==> src/fpe_pkg.sv <==
`default_nettype none
package fpe_pkg;
  localparam logic [11:0] FPE_OFS_READY = 12'h400;
  localparam logic [11:0] FPE_OFS_CONFIG = 12'h504;
  localparam logic [11:0] FPE_OFS_PAGE = 12'h508;
  localparam logic [11:0] FPE_OFS_ALL = 12'h50C;
  localparam logic [11:0] FPE_OFS_PAGE0 = 12'h510;
  localparam logic [11:0] FPE_OFS_USER = 12'h514;
  localparam logic [11:0] FPE_OFS_PART = 12'h518;
  localparam logic [11:0] FPE_OFS_PCFG = 12'h51C;
  localparam logic [31:0] FPE_RST_READY = 32'h0000_0001;
  localparam logic [1:0] FPE_RST_MODE = 2'h0;
  localparam logic [31:0] FPE_RST_PCFG = 32'h0000_000A;
  localparam logic [1:0] FPE_MODE_REN = 2'h0;
  localparam logic [1:0] FPE_MODE_WEN = 2'h1;
  localparam logic [1:0] FPE_MODE_EEN = 2'h2;
  localparam int FPE_MODE_LSB = 0;
  localparam int FPE_MODE_W = 2;
  localparam int FPE_PCFG_W = 7;
  localparam int FPE_CLK_MHZ = 200;
  // operation times in microseconds
  localparam int FPE_T_WRITE_US = 41;
  localparam int FPE_T_PAGE_US = 85000;
  localparam int FPE_T_ALL_US = 169000;
  // partial erase cfg unit, one millisecond
  localparam int FPE_T_PUNIT_US = 1000;
  localparam int FPE_CYC_WRITE = FPE_T_WRITE_US * FPE_CLK_MHZ;
  localparam int FPE_CYC_PAGE = FPE_T_PAGE_US * FPE_CLK_MHZ;
  localparam int FPE_CYC_ALL = FPE_T_ALL_US * FPE_CLK_MHZ;
  localparam int FPE_CYC_PUNIT = FPE_T_PUNIT_US * FPE_CLK_MHZ;
  typedef enum logic [2:0] {
    FPE_OP_NONE = 3'h0,
    FPE_OP_WRITE = 3'h1,
    FPE_OP_PAGE = 3'h2,
    FPE_OP_ALL = 3'h3,
    FPE_OP_USER = 3'h4,
    FPE_OP_PART = 3'h5
  } fpe_op_t;
endpackage
`default_nettype wire

==> src/fpe_timer.sv <==
`default_nettype none
module fpe_timer
  import fpe_pkg::*;
(
  input wire logic sys_clk_in,
  input wire logic rst_n_in,
  input wire logic start_in,
  input wire logic [31:0] len_in,
  output logic done_out,
  output logic busy_out
);
  logic [31:0] cnt_q;
  always_ff @(posedge sys_clk_in or negedge rst_n_in)
  begin
    if (!rst_n_in)
    begin
      cnt_q <= 32'h0;
      busy_out <= 1'b0;
      done_out <= 1'b0;
    end
    else
    begin
      done_out <= 1'b0;
      if (start_in && !busy_out)
      begin
        cnt_q <= (len_in == 32'h0) ? 32'h0 : len_in - 32'h1;
        busy_out <= 1'b1;
      end
      else if (busy_out)
      begin
        if (cnt_q == 32'h0)
        begin
          busy_out <= 1'b0;
          done_out <= 1'b1;
        end
        else
        begin
          cnt_q <= cnt_q - 32'h1;
        end
      end
    end
  end
endmodule
`default_nettype wire

==> src/fpe_apb_if.sv <==
`default_nettype none
module fpe_apb_if
  import fpe_pkg::*;
(
  input wire logic sys_clk_in,
  input wire logic rst_n_in,
  input wire logic psel_in,
  input wire logic penable_in,
  input wire logic pwrite_in,
  input wire logic [31:0] prdata_src_in,
  input wire logic known_in,
  output logic wr_out,
  output logic rd_out,
  output logic pready_out,
  output logic [31:0] prdata_out,
  output logic pslverr_out
);
  logic acc;
  logic first;
  assign acc = psel_in && penable_in;
  // one wait state: answer registered in the first access cycle
  assign first = acc && !pready_out;
  assign wr_out = acc && pwrite_in && pready_out;
  assign rd_out = acc && !pwrite_in && pready_out;
  always_ff @(posedge sys_clk_in or negedge rst_n_in)
  begin
    if (!rst_n_in)
    begin
      pready_out <= 1'b0;
      prdata_out <= 32'h0;
      pslverr_out <= 1'b0;
    end
    else
    begin
      pready_out <= first;
      prdata_out <= (first && !pwrite_in && known_in) ? prdata_src_in : 32'h0;
      pslverr_out <= first && !known_in;
    end
  end
endmodule
`default_nettype wire

==> src/fpe_regs.sv <==
// Implementation choice: the APB register port.
`default_nettype none
module fpe_regs
  import fpe_pkg::*;
#(
  parameter int CYC_WRITE = FPE_CYC_WRITE,
  parameter int CYC_PAGE = FPE_CYC_PAGE,
  parameter int CYC_ALL = FPE_CYC_ALL,
  parameter int CYC_PUNIT = FPE_CYC_PUNIT
)
(
  input wire logic sys_clk_in,
  input wire logic rst_n_in,
  input wire logic psel_in,
  input wire logic penable_in,
  input wire logic pwrite_in,
  input wire logic [11:0] paddr_in,
  input wire logic [31:0] pwdata_in,
  output logic pready_out,
  output logic [31:0] prdata_out,
  output logic pslverr_out,
  input wire logic prog_req_in,
  input wire logic [31:0] prog_addr_in,
  input wire logic [31:0] prog_data_in,
  output logic prog_ack_out,
  output logic prog_fault_out,
  output logic flash_we_out,
  output logic [31:0] flash_addr_out,
  output logic [31:0] flash_data_out,
  output logic flash_erase_out,
  output logic [2:0] flash_op_out,
  output logic [1:0] mode_out
);
  import fpe_pkg::*;

  ////////////////////////////////////////////////////////////////////////////
  logic wr;
  logic rd;
  logic known;
  logic [31:0] rdata;
  logic [1:0] mode_q;
  logic [31:0] page_q;
  logic [31:0] page0_q;
  logic [31:0] all_q;
  logic [31:0] user_q;
  logic [31:0] part_q;
  logic [FPE_PCFG_W-1:0] pcfg_q;
  fpe_op_t op_q;
  fpe_op_t op_d;
  logic busy;
  logic done;
  logic start;
  logic [31:0] len;
  logic [31:0] tgt_d;
  logic prog_ok;

  fpe_apb_if u_apb (
    .sys_clk_in(sys_clk_in),
    .rst_n_in(rst_n_in),
    .psel_in(psel_in),
    .penable_in(penable_in),
    .pwrite_in(pwrite_in),
    .prdata_src_in(rdata),
    .known_in(known),
    .wr_out(wr),
    .rd_out(rd),
    .pready_out(pready_out),
    .prdata_out(prdata_out),
    .pslverr_out(pslverr_out)
  );

  ////////////////////////////////////////////////////////////////////////////
  // address decode, read mux
  always_comb
  begin
    known = 1'b1;
    rdata = 32'h0;
    unique case (paddr_in)
      FPE_OFS_READY: rdata = {31'h0, !busy};
      FPE_OFS_CONFIG: rdata = {30'h0, mode_q};
      FPE_OFS_PAGE: rdata = page_q;
      FPE_OFS_ALL: rdata = all_q;
      FPE_OFS_PAGE0: rdata = page0_q;
      FPE_OFS_USER: rdata = user_q;
      FPE_OFS_PART: rdata = part_q;
      FPE_OFS_PCFG: rdata = {25'h0, pcfg_q};
      default: known = 1'b0;
    endcase
  end

  ////////////////////////////////////////////////////////////////////////////
  // mode register
  always_ff @(posedge sys_clk_in or negedge rst_n_in)
  begin
    if (!rst_n_in)
    begin
      mode_q <= FPE_RST_MODE;
    end
    else if (wr && paddr_in == FPE_OFS_CONFIG)
    begin
      mode_q <= pwdata_in[FPE_MODE_LSB +: FPE_MODE_W];
    end
  end
  assign mode_out = mode_q;

  ////////////////////////////////////////////////////////////////////////////
  // command decode, accepted only when idle: erase commands with erase enabled, program requests with write enabled
  always_comb
  begin
    op_d = FPE_OP_NONE;
    tgt_d = 32'h0;
    len = 32'h0;
    if (!busy && wr && mode_q == FPE_MODE_EEN)
    begin
      unique case (paddr_in)
        FPE_OFS_PAGE, FPE_OFS_PAGE0:
        begin
          op_d = FPE_OP_PAGE;
          tgt_d = pwdata_in;
          len = 32'(CYC_PAGE);
        end
        FPE_OFS_ALL:
        begin
          if (pwdata_in[0])
          begin
            op_d = FPE_OP_ALL;
            len = 32'(CYC_ALL);
          end
        end
        FPE_OFS_USER:
        begin
          if (pwdata_in[0])
          begin
            op_d = FPE_OP_USER;
            len = 32'(CYC_PAGE);
          end
        end
        FPE_OFS_PART:
        begin
          op_d = FPE_OP_PART;
          tgt_d = pwdata_in;
          len = 32'(pcfg_q) * 32'(CYC_PUNIT);
        end
        default:
        begin
          op_d = FPE_OP_NONE;
        end
      endcase
    end
    else if (!busy && prog_ok)
    begin
      op_d = FPE_OP_WRITE;
      tgt_d = prog_addr_in;
      len = 32'(CYC_WRITE);
    end
  end
  assign prog_ok = prog_req_in && mode_q == FPE_MODE_WEN &&
                   prog_addr_in[1:0] == 2'h0 && !wr;
  assign start = op_d != FPE_OP_NONE;

  fpe_timer u_tmr (
    .sys_clk_in(sys_clk_in),
    .rst_n_in(rst_n_in),
    .start_in(start),
    .len_in(len),
    .done_out(done),
    .busy_out(busy)
  );

  ////////////////////////////////////////////////////////////////////////////
  // stored command values
  always_ff @(posedge sys_clk_in or negedge rst_n_in)
  begin
    if (!rst_n_in)
    begin
      page_q <= 32'h0;
      page0_q <= 32'h0;
      all_q <= 32'h0;
      user_q <= 32'h0;
      part_q <= 32'h0;
      pcfg_q <= FPE_RST_PCFG[FPE_PCFG_W-1:0];
    end
    else if (wr)
    begin
      unique case (paddr_in)
        FPE_OFS_PAGE: page_q <= pwdata_in;
        FPE_OFS_PAGE0: page0_q <= pwdata_in;
        FPE_OFS_ALL: all_q <= pwdata_in;
        FPE_OFS_USER: user_q <= pwdata_in;
        FPE_OFS_PART: part_q <= pwdata_in;
        FPE_OFS_PCFG: pcfg_q <= pwdata_in[FPE_PCFG_W-1:0];
        default: page_q <= page_q;
      endcase
    end
  end

  ////////////////////////////////////////////////////////////////////////////
  // operation to flash array
  always_ff @(posedge sys_clk_in or negedge rst_n_in)
  begin
    if (!rst_n_in)
    begin
      op_q <= FPE_OP_NONE;
      flash_addr_out <= 32'h0;
      flash_data_out <= 32'hFFFF_FFFF;
      flash_we_out <= 1'b0;
      flash_erase_out <= 1'b0;
      prog_ack_out <= 1'b0;
      prog_fault_out <= 1'b0;
    end
    else
    begin
      prog_ack_out <= 1'b0;
      prog_fault_out <= prog_req_in && !busy &&
                        (mode_q != FPE_MODE_WEN || prog_addr_in[1:0] != 2'h0);
      flash_we_out <= 1'b0;
      flash_erase_out <= 1'b0;
      if (start)
      begin
        op_q <= op_d;
        flash_addr_out <= tgt_d;
        // program clears bits only; erase writes ones
        flash_data_out <= (op_d == FPE_OP_WRITE) ?
                          prog_data_in : 32'hFFFF_FFFF;
        flash_we_out <= op_d == FPE_OP_WRITE;
        flash_erase_out <= op_d != FPE_OP_WRITE;
        prog_ack_out <= op_d == FPE_OP_WRITE;
      end
      else if (done)
      begin
        op_q <= FPE_OP_NONE;
      end
    end
  end
  assign flash_op_out = op_q;
endmodule
`default_nettype wire

==> config.mk <==
export PLATFORM = sky130hd
export DESIGN_NAME = fpe_regs
export DESIGN_NICKNAME = d
export VERILOG_FILES = /design/src/fpe_pkg.sv /design/src/fpe_timer.sv /design/src/fpe_apb_if.sv /design/src/fpe_regs.sv
export SDC_FILE = /design/constraint.sdc
export NUM_CORES = 1
export LEC_CHECK = 0
export BUFFER_PORTS_ARGS = -buffer_cell sky130_fd_sc_hd__clkbuf_2
export CORE_ASPECT_RATIO = 0.6
export CORE_MARGIN = 2
export CORE_UTILIZATION = 45
export CTS_BUF_LIST = sky130_fd_sc_hd__clkbuf_8
export CTS_CLUSTER_DIAMETER = 80
export DETAILED_ROUTE_END_ITERATION = 10
export GPL_TIMING_DRIVEN = 1
export PLACE_DENSITY = 0.69
export SLEW_MARGIN = 20
export SYNTH_ARGS = -nofsm -noshare
export SYNTH_HDL_FRONTEND = slang
export SYNTH_SLANG_ARGS = --single-unit
export TNS_END_PERCENT = 20
==> constraint.sdc <==
create_clock -name sys_clk_in -period 5.9 [get_ports sys_clk_in]
set_input_delay 1.18 -clock sys_clk_in [delete_from_list [all_inputs] [get_ports sys_clk_in]]
set_output_delay 1.18 -clock sys_clk_in [all_outputs]
set_load 0.01 [all_outputs]
==> reports/metrics.cfg, run 1 <==
[yosys]
synth_cell_types = 75
post-synth-top-area-cell = dfrtp_1
ys_seq_area_frac = 0.508
synth.area.mux_share = 0.133
synthAdderAreaFrac = 0.0515
synthArstFlopShare = 1.00
synth-xor-area-share = 0.00979
synth_cells = 1343
syn_nets = 1516
syn_area_per_cell_um2 = 11.3
yosysWarnings = 0
synthSimpleGateAreaFrac = 0.104
synth_top_family_by_area = compound AO/OA/AOI/OAI gates
ys.flop_type = dfrtp_1
synth_area_mm2 = 0.0152
synth_seq_cells = 307
synth_area_leaders = dfrtp_1 45%, mux2_2 13%, dfstp_2 5.9%, ha_1 4.4%, a222oi_1 3.6%
synth_edf_count = 0
yosysTopAreaCellShare = 0.449
synth-compound-area-share = 0.158

[global_route]
grt_pass1_vias = 11414
grt_use_total = 0.240
antenna_found_initial = 2
grt.overflow.total = 0
grt_pass1_wl_mm = 65.9
grt_start_max_net_pins = 132

[floorplan]
core.rowCount = 52
dieWidth_um = 241
initial_core_util = 0.454
io_pins = 221
die_area_mm2 = 0.0353
die_h_um = 146
coreArea_mm2 = 0.0335

[detailed_routing]
firstDrtPassIters = 6
drt-initial-drc-count = 1227
ant_nets = 0
drc = 0
wirelength_mm = 42.7
drt-wirelength-per-cell_um = 20.8
via_per_inst = 5.90
vias = 12083

[place]
hpwlAfterDp_mm = 29.1
gp_congestion = 0.937
place.port_buffers = 220

[critical_path]
required_ps = 6360
timing.critical_path.cells = ha_1, ha_1, fa_1, ha_1, ha_1, a21oi_1, o211a_1, o21ai_1, o311a_1, a221o_1, or4_4, nor3b_1, mux2i_1, nand2_1
slowest_delay_ps = 610
r2r_end = u_tmr.cnt_q[22]
reg2reg_depth = 14
arrival_ps = 5580
cpMaxStageDelayCell = dfstp_2
critPathCaptureType = flop
start_kind = flop
crit_type = reg -> reg
rrSetupSlack_ps = 780
cp_common_cell = ha_1
worstPathMaxFanout = 6
reg2reg_from = pcfg_q[3]

[timing]
hold_ws_ps = 487
setup_viol = 0
finClkSkew_ps = 24.4
fin_crit_sh = 0.868
slew_viol_final = 0
worstMarginPinSlew_ps = 998
rsz0062_at_grt = false
final.setup.tns_ps = 0
fmax_mhz = 195
period_needed_ps = 5120
finalHoldViolCount = 0
slew_headroom = 0.335

[cells_and_area]
nNetsFinal = 1727
syn_to_final_growth_pct = 16.8
drive_gt1_frac = 0.348
layout_common_cells = 273 x dfrtp_1, 219 x clkbuf_2, 174 x mux2_2
seqCellArea_mm2 = 0.00772
mostFrequentLayoutCell = dfrtp_1
final_core_util = 0.530
multi_input_area_mm2 = 0.00701
nFillCells = 2902

[clocking]
numClockSinks = 307
clk_path_buf_depth = 3
cts-root-buf = clkbuf_8
cts_inserted_buffers = 46
cts_resized = 0
htreeDepth = 2
clk_latency_ps = 590
cts_tree = built
hold_buffers = 0
path_clk_slew_ps = 70
cts_setup_buffers = 0

[outcome]
run_status = completed

[min_path]
hold_depth = 1
holdPathEnd = u_tmr.cnt_q[30]
worstHoldPathType = reg -> reg
min_from = u_tmr.cnt_q[30]

[power]
total_power_mw = 4.00
leakage_nw = 8.83
powerDensity_mw_per_mm2 = 225
ir_drop_mv = 0.126

[job]
max_cap_violations = 0

==> synthesized netlist by cell type (30+ instances only) <==
cell type,instances
dfrtp_1,273
mux2_2,174
nand2_1,113
clkbuf_1,57
a21oi_1,56
inv_1,56
nor2_1,56
a222oi_1,55
ha_1,53
o21ai_0,47
dfstp_2,34
o22a_1,32
a31oi_1,30
==> power by group <==
group | switching, mW | internal (mW)
logic | 0.0986 | 0.0422
registers | 0.00157 | 2.11
clock network | 0.836 | 0.910
==> worst max-delay path, delay by kind of cell (launching register included) <==
| family | cells | cell delay, ps |
|---|---|---|
| simple gates | 3 | 1050 |
| flops | 1 | 610 |
| mux | 1 | 250 |
| compound gates | 5 | 1340 |
| fa+ha+maj | 5 | 1730 |
==> final cells by class <==
class	instances	area share
Clock buffer	53	0.0411
Multi-Input combinational cell	899	0.395
Timing Repair Buffer	244	0.0746
Clock inverter	29	0.0101
Antenna cell	2	0.000282
Inverter	56	0.0118
Tap cell	459	0.0323
Sequential cell	307	0.435
==> routing by layer <==
metal	global-route usage	share of wire	vias to the layer above
met5	0	0	-
met4	0.0719	0.025	0
met3	0.0681	0.096	70
met2	0.322	0.40	561
met1	0.370	0.48	6009
li1	-	-	5443
==> how the worst max path moves through the flow <==
stage          depth (start not counted)              end  startpoint  slack [ps]
2_1_floorplan                         15  u_tmr.cnt_q[23]   pcfg_q[1]        1320
3_3_place_gp                          14  u_tmr.cnt_q[22]   pcfg_q[1]         990
3_5_place_dp                          15   u_tmr.cnt_q[1]   pcfg_q[1]         880
4_1_cts                               15   u_tmr.cnt_q[1]   pcfg_q[1]         860
5_1_grt                               14  u_tmr.cnt_q[22]   pcfg_q[1]         530
6_report                              14  u_tmr.cnt_q[22]   pcfg_q[3]         780
==> state kept, by name, indices dropped and copies added (netlist names) <==
signal and count:
part_q 32, user_q 32, flash_erase_out 1, pcfg_q 7, u_apb.pslverr_out 1, u_apb.pready_out 1
flash_addr_out 32, flash_data_out 32, u_tmr.busy_out 1, u_tmr.done_out 1, u_apb.prdata_out 32, mode_out 2
page_q 32, prog_fault_out 1, flash_we_out 1, u_tmr.cnt_q 32, flash_op_out 3, all_q 32
page0_q 32
==> logic make-up (layout without fill, tap and decap cells) <==
logic type      count (synthesis)  count (layout)
buf+inv                       137             382
simple gates                  317             317
fa+ha+maj                      59              59
flops                         307             307
other cells                     0               2
xor+xnor                       17              17
compound gates                326             326
mux                           180             180
==> metrics by stage <==
stage	setup slack (ps)	instance area [um2]	cells
after floorplan	1320	15200	1343
after global placement	992	16800	1964
after detailed placement	877	16800	1964
after CTS	859	17700	2046
final	782	17800	2049
after global routing	527	17800	2048
Note: power is estimated with default switching activity, not from simulation.
==> run 2, diff against run 1 <==
==> constraint.sdc (replaced) <==
create_clock -name sys_clk_in -period 5.9 [get_ports sys_clk_in]
set_input_delay 0 -clock sys_clk_in [delete_from_list [all_inputs] [get_ports sys_clk_in]]
set_output_delay 0 -clock sys_clk_in [all_outputs]
set_load 0.05 [all_outputs]
==> run 2 against run 1 <==
Worst hold slack got worse by 440 ps; non-clock buffer count up 128; register-to-register slack got worse by 30 ps; largest cell class unchanged; highest routed layer unchanged.
==> reports/metrics.cfg, run 2 (synthesized netlist as in run 1, its figures left out) <==
[global_route]
grt.overflow.total = 0
grt_pass1_vias = 12272
antenna_found_initial = 2
grt_start_max_net_pins = 185
grt_pass1_wl_mm = 70.2
grt_use_total = 0.255

[detailed_routing]
drt-wirelength-per-cell_um = 20.8
drt-initial-drc-count = 1519
via_per_inst = 5.82
wirelength_mm = 45.4
drc = 0
firstDrtPassIters = 8
ant_nets = 0
vias = 12689

[power]
leakage_nw = 9.29
powerDensity_mw_per_mm2 = 216
total_power_mw = 4.14
ir_drop_mv = 0.132

[critical_path]
critPathCaptureType = flop
slowest_delay_ps = 660
arrival_ps = 5630
worstPathMaxFanout = 15
required_ps = 6380
start_kind = flop
crit_type = reg -> reg
cp_common_cell = ha_1
timing.critical_path.cells = ha_1, ha_1, fa_1, ha_1, ha_1, a21oi_1, o211a_1, o21ai_1, o311a_1, a221o_1, or4_4, nor3_2, buf_4, o21ai_1, mux2_2
cpMaxStageDelayCell = dfstp_2

[place]
place.port_buffers = 220
gp_congestion = 0.914
place_area_mm2 = 0.0168
hpwlAfterDp_mm = 29.1

[cells_and_area]
layout_common_cells = 273 x dfrtp_1, 219 x clkbuf_2, 174 x mux2_2
drive_gt1_frac = 0.323
nNetsFinal = 1856
syn_to_final_growth_pct = 25.7
mostFrequentLayoutCell = dfrtp_1
fin_area_mm2 = 0.0191

[job]
max_cap_violations = 0

[timing]
slew_headroom = 0.317
setup_viol = 0
final.setup.tns_ps = 0
finalHoldViolCount = 0
worstMarginPinSlew_ps = 1020
slew_viol_final = 0
finClkSkew_ps = 31.6
period_needed_ps = 5150
fmax_mhz = 194
rsz0062_at_grt = false
fin_crit_sh = 0.873

[clocking]
htreeDepth = 2
cts_tree = built
cts_inserted_buffers = 47
cts-root-buf = clkbuf_8
numClockSinks = 307
cts_setup_buffers = 0
clk_latency_ps = 600
clk_path_buf_depth = 3
path_clk_slew_ps = 80

[min_path]
worstHoldPathType = in -> reg

[floorplan]
die_h_um = 146
io_pins = 221
die_area_mm2 = 0.0353
initial_core_util = 0.454
coreArea_mm2 = 0.0335
dieWidth_um = 241
core.rowCount = 52

[outcome]
run_status = completed

[run 2: changes by cell type in the layout (fill, tap and decap cells not counted), sizes merged]
| cell | change |
|---|---|
| clkbuf | +10 |
| bufinv | -2 |
| clkinvlp | +1 |
| inv | -5 |
| clkinv | -1 |
| buf | -5 |
| dlygate4sd3 | +133 |
[run 2: path summary, 6_finish.rpt]
| path | from | to | slack (ps) | cells after the start |
|---|---|---|---|---|
| worst max-delay path | pcfg_q[1] | u_tmr.cnt_q[1] | 750 | 15 |
| worst min-delay path | paddr_in[2] | flash_op_out[1] | 50 | 3 |
| worst max register to register | pcfg_q[1] | u_tmr.cnt_q[1] | 750 | 15 |
| worst min register to register | u_tmr.cnt_q[30] | u_tmr.cnt_q[30] | 490 | 1 |
| max in group asynchronous | rst_n_in | all_q[12] | 4310 | 3 |
| min in group asynchronous | rst_n_in | page_q[20] | 90 | 2 |
[run 2: per-stage QoR]
| step | std cells | util | hold slack (ps) | setup WS [ps] |
|---|---|---|---|---|
| 2_1_floorplan | 1343 | - | -296 | 1320 |
| 3_3_place_gp | 1959 | 0.501 | 167 | 973 |
| 3_5_place_dp | 1959 | 0.501 | 169 | 834 |
| 4_1_cts | 2177 | 0.569 | 8.80 | 796 |
| 5_1_grt | 2180 | 0.570 | 53.6 | 533 |
| 6_report | 2180 | 0.570 | 47.8 | 748 |
[run 2: what timing repair did]
item / in CTS / in global routing
resized for setup: 0 / 0
hold endpoints to repair: 349 / 0
hold buffers: 133 / 0
[run 2: area by class of cell]
type	count	area [um2]
Clock inverter	22	103
Timing Repair Buffer	372	2620
Sequential cell	307	7720
Tap cell	459	574
Multi-Input combinational cell	899	7010
Inverter	56	210
Clock buffer	63	867
Fill cell	2800	14400
Antenna cell	2	5.00
[run 2: where the power goes]
part | internal [mW] | total, mW | switching (mW)
Clock | 0.955 | 1.83 | 0.870
Sequential | 2.11 | 2.11 | 0.00156
Combinational | 0.0857 | 0.201 | 0.115
[run 2: worst max-delay path: cells and delay by family (launching register included)]
family,cells,cell delay (ps)
fa+ha+maj,5,1740
buf+inv,1,230
simple gates,2,660
mux,1,270
flops,1,660
compound gates,6,1460
[run 2: per-layer routing]
metal  GRT usage  wire (um)  vias up  part of all wire
met3      0.0528       3840       69             0.085
met1       0.392      21300     6354              0.47
li1            -          -     5708                 -
met4      0.0744       1070        0             0.024
met2       0.361      19100      558              0.42
met5           0          0        -                 0
==> run 3, diff against run 2 <==
- CORE_UTILIZATION: 45 -> 37
- PLACE_DENSITY: 0.69 -> default
==> run 3 against run 2 <==
Final area up 0.54%; wire length is 0.14% lower; clock power about the same; die area grew 21%; sequential power about the same; critical path depth rose by 4; total power is 0.42% lower; sequential share of layout area shrank 0.22 points; cell count rose by 3.4%; via count down 1.9%; critical path type unchanged; largest power group unchanged; clock skew is 16 ps lower.
==> reports/metrics.cfg, run 3 (synthesized netlist as in run 1, its figures left out) <==
[detailed_routing]
route.top_layer_used = met4
ant_nets = 0
drt-initial-drc-count = 1379
drc = 0
wl_met1_mm = 22.3
met2WireLength_mm = 19.0
routed-wl-met3_mm = 3.38
vias = 12450
via_per_inst = 5.52
wirelength_mm = 45.3
drt-wirelength-per-cell_um = 20.1
firstDrtPassIters = 7

[critical_path]
critPathCaptureType = flop
r2r_end = u_tmr.cnt_q[9]
crit_family = adder cells
slowest_delay_ps = 540
required_ps = 6410
worstPathMaxFanout = 15
cp_num_cells = 19
cpMaxStageDelayCell = dfrtp_1
endpoint = u_tmr.cnt_q[9]
start_kind = flop
reg2reg_from = pcfg_q[5]
arrival_ps = 5610
worstSetupStartpoint = pcfg_q[5]
crit_buf_inv = 5
reg2reg_depth = 19
crit_type = reg -> reg
timing.critical_path.cells = inv_1, ha_1, inv_1, ha_1, ha_1, inv_1, fa_1, inv_1, ha_1, nand4_1, nor4_1, a211oi_1, or4_1, a41o_1, o2111ai_1, nor3_2, buf_4, or3_1, o211ai_1
rrSetupSlack_ps = 800

[timing]
slew_headroom = 0.314
worstMarginPinSlew_ps = 1030
slew_viol_final = 0
fmax_mhz = 196
period_needed_ps = 5100
setup_viol = 0
rsz0062_at_grt = false
finClkSkew_ps = 15.9
fin_crit_sh = 0.865
final.setup.tns_ps = 0
finalHoldViolCount = 0

[floorplan]
die_h_um = 161
initial_core_util = 0.375
core.rowCount = 57
die_area_mm2 = 0.0428
dieWidth_um = 266
coreArea_mm2 = 0.0405
io_pins = 221

[cells_and_area]
layout_common_cells = 273 x dfrtp_1, 219 x clkbuf_2, 174 x mux2_2
seqCellArea_mm2 = 0.00772
syn_to_final_growth_pct = 26.4
fin_area_mm2 = 0.0192
nNetsFinal = 1858
multi_input_area_mm2 = 0.00701
drive_gt1_frac = 0.325
nFillCells = 3644
mostFrequentLayoutCell = dfrtp_1

[global_route]
grt_use_total = 0.210
antenna_found_initial = 1
grt.overflow.total = 0
grt_start_max_net_pins = 187
grt_pass1_vias = 12137
grt_pass1_wl_mm = 71.0

[place]
gp_congestion = 0.956
hpwlAfterDp_mm = 29.9
place.port_buffers = 220
place_area_mm2 = 0.0169

[clocking]
cts-root-buf = clkbuf_8
clk_path_buf_depth = 3
path_clk_slew_ps = 60
htreeDepth = 2
cts_inserted_buffers = 47
cts_tree = built
numClockSinks = 307
clk_latency_ps = 590

[power]
p_sw_uw = 979
leakage_nw = 9.31
powerDensity_mw_per_mm2 = 214
combPwrFrac = 0.048
internal_power_mw = 3.14
p_clk_frac = 0.440
seq_power_share = 0.512
swShare = 0.238
ir_drop_mv = 0.130

[min_path]
worstHoldPathType = in -> reg

[job]
max_cap_violations = 0

[outcome]
run_status = completed

-- run 3: changes by cell type in the layout (fill, tap and decap cells not counted) --
cell	before	now
diode_2	2	1
clkinv_8	0	1
clkbuf_8	63	62
inv_1	72	74
clkinvlp_4	1	2
inv_8	1	0
inv_6	0	1
buf_4	17	21
dlygate4sd3_1	133	131
clkinv_4	1	0
-- run 3: worst min path at each step --
stage          cells past startpoint              end        start
2_1_floorplan                      0         all_q[0]     rst_n_in
3_5_place_dp                       1  u_tmr.cnt_q[27]     rst_n_in
5_1_grt                            5  u_tmr.cnt_q[25]  paddr_in[7]
3_3_place_gp                       1   u_tmr.busy_out     rst_n_in
4_1_cts                            3  flash_op_out[1]  paddr_in[2]
6_report                           3  flash_op_out[1]  paddr_in[2]
-- run 3: what timing repair did --
action	in CTS	in global routing
setup buffers	0	0
endpoints found under the setup margin	0	0
resized for setup	0	0
hold buffers	131	0
endpoints found under the hold margin	327	0
-- run 3: tightest hold or removal path: cells and delay by family --
family                 cells  cell delay [ps]
buffers and inverters      1              210
AO/OA/AOI/OAI              2              390
-- run 3: cell type report --
| cell class | instances | area share |
|---|---|---|
| inverters | 56 | 0.0109 |
| clock inverters | 25 | 0.00638 |
| well taps | 531 | 0.0346 |
| flip-flops and latches | 307 | 0.402 |
| repair buffers | 374 | 0.137 |
| multi-input cells | 899 | 0.365 |
| diodes | 1 | 0.000130 |
| clock buffers | 62 | 0.0444 |
-- run 3: routing by layer --
| layer | global-route usage | vias to the layer above |
|---|---|---|
| li1 | - | 5707 |
| met1 | 0.318 | 6262 |
| met2 | 0.302 | 428 |
| met3 | 0.0544 | 53 |
| met4 | 0.0434 | 0 |
| met5 | 0 | - |
-- run 3: stage by stage --
step,cells,setup slack (ps),total power [mW],hold slack (ps),utilization
floorplan,1343,1320,2.18,-296,-
global placement,2035,949,2.29,196,0.417
detailed placement,2035,837,2.29,196,0.417
CTS,2253,823,4.17,7.91,0.474
global route,2255,563,4.29,47.2,0.474
finish,2255,797,4.12,64.9,0.474
-- run 3: power by group through the flow --
stage	Clock [mW]	Sequential (mW)	Combinational, mW
2_1_floorplan	0	2.15	0.0259
3_3_place_gp	0	2.15	0.143
3_5_place_dp	0	2.15	0.145
4_1_cts	1.86	2.11	0.198
5_1_grt	1.97	2.11	0.218
6_report	1.81	2.11	0.198
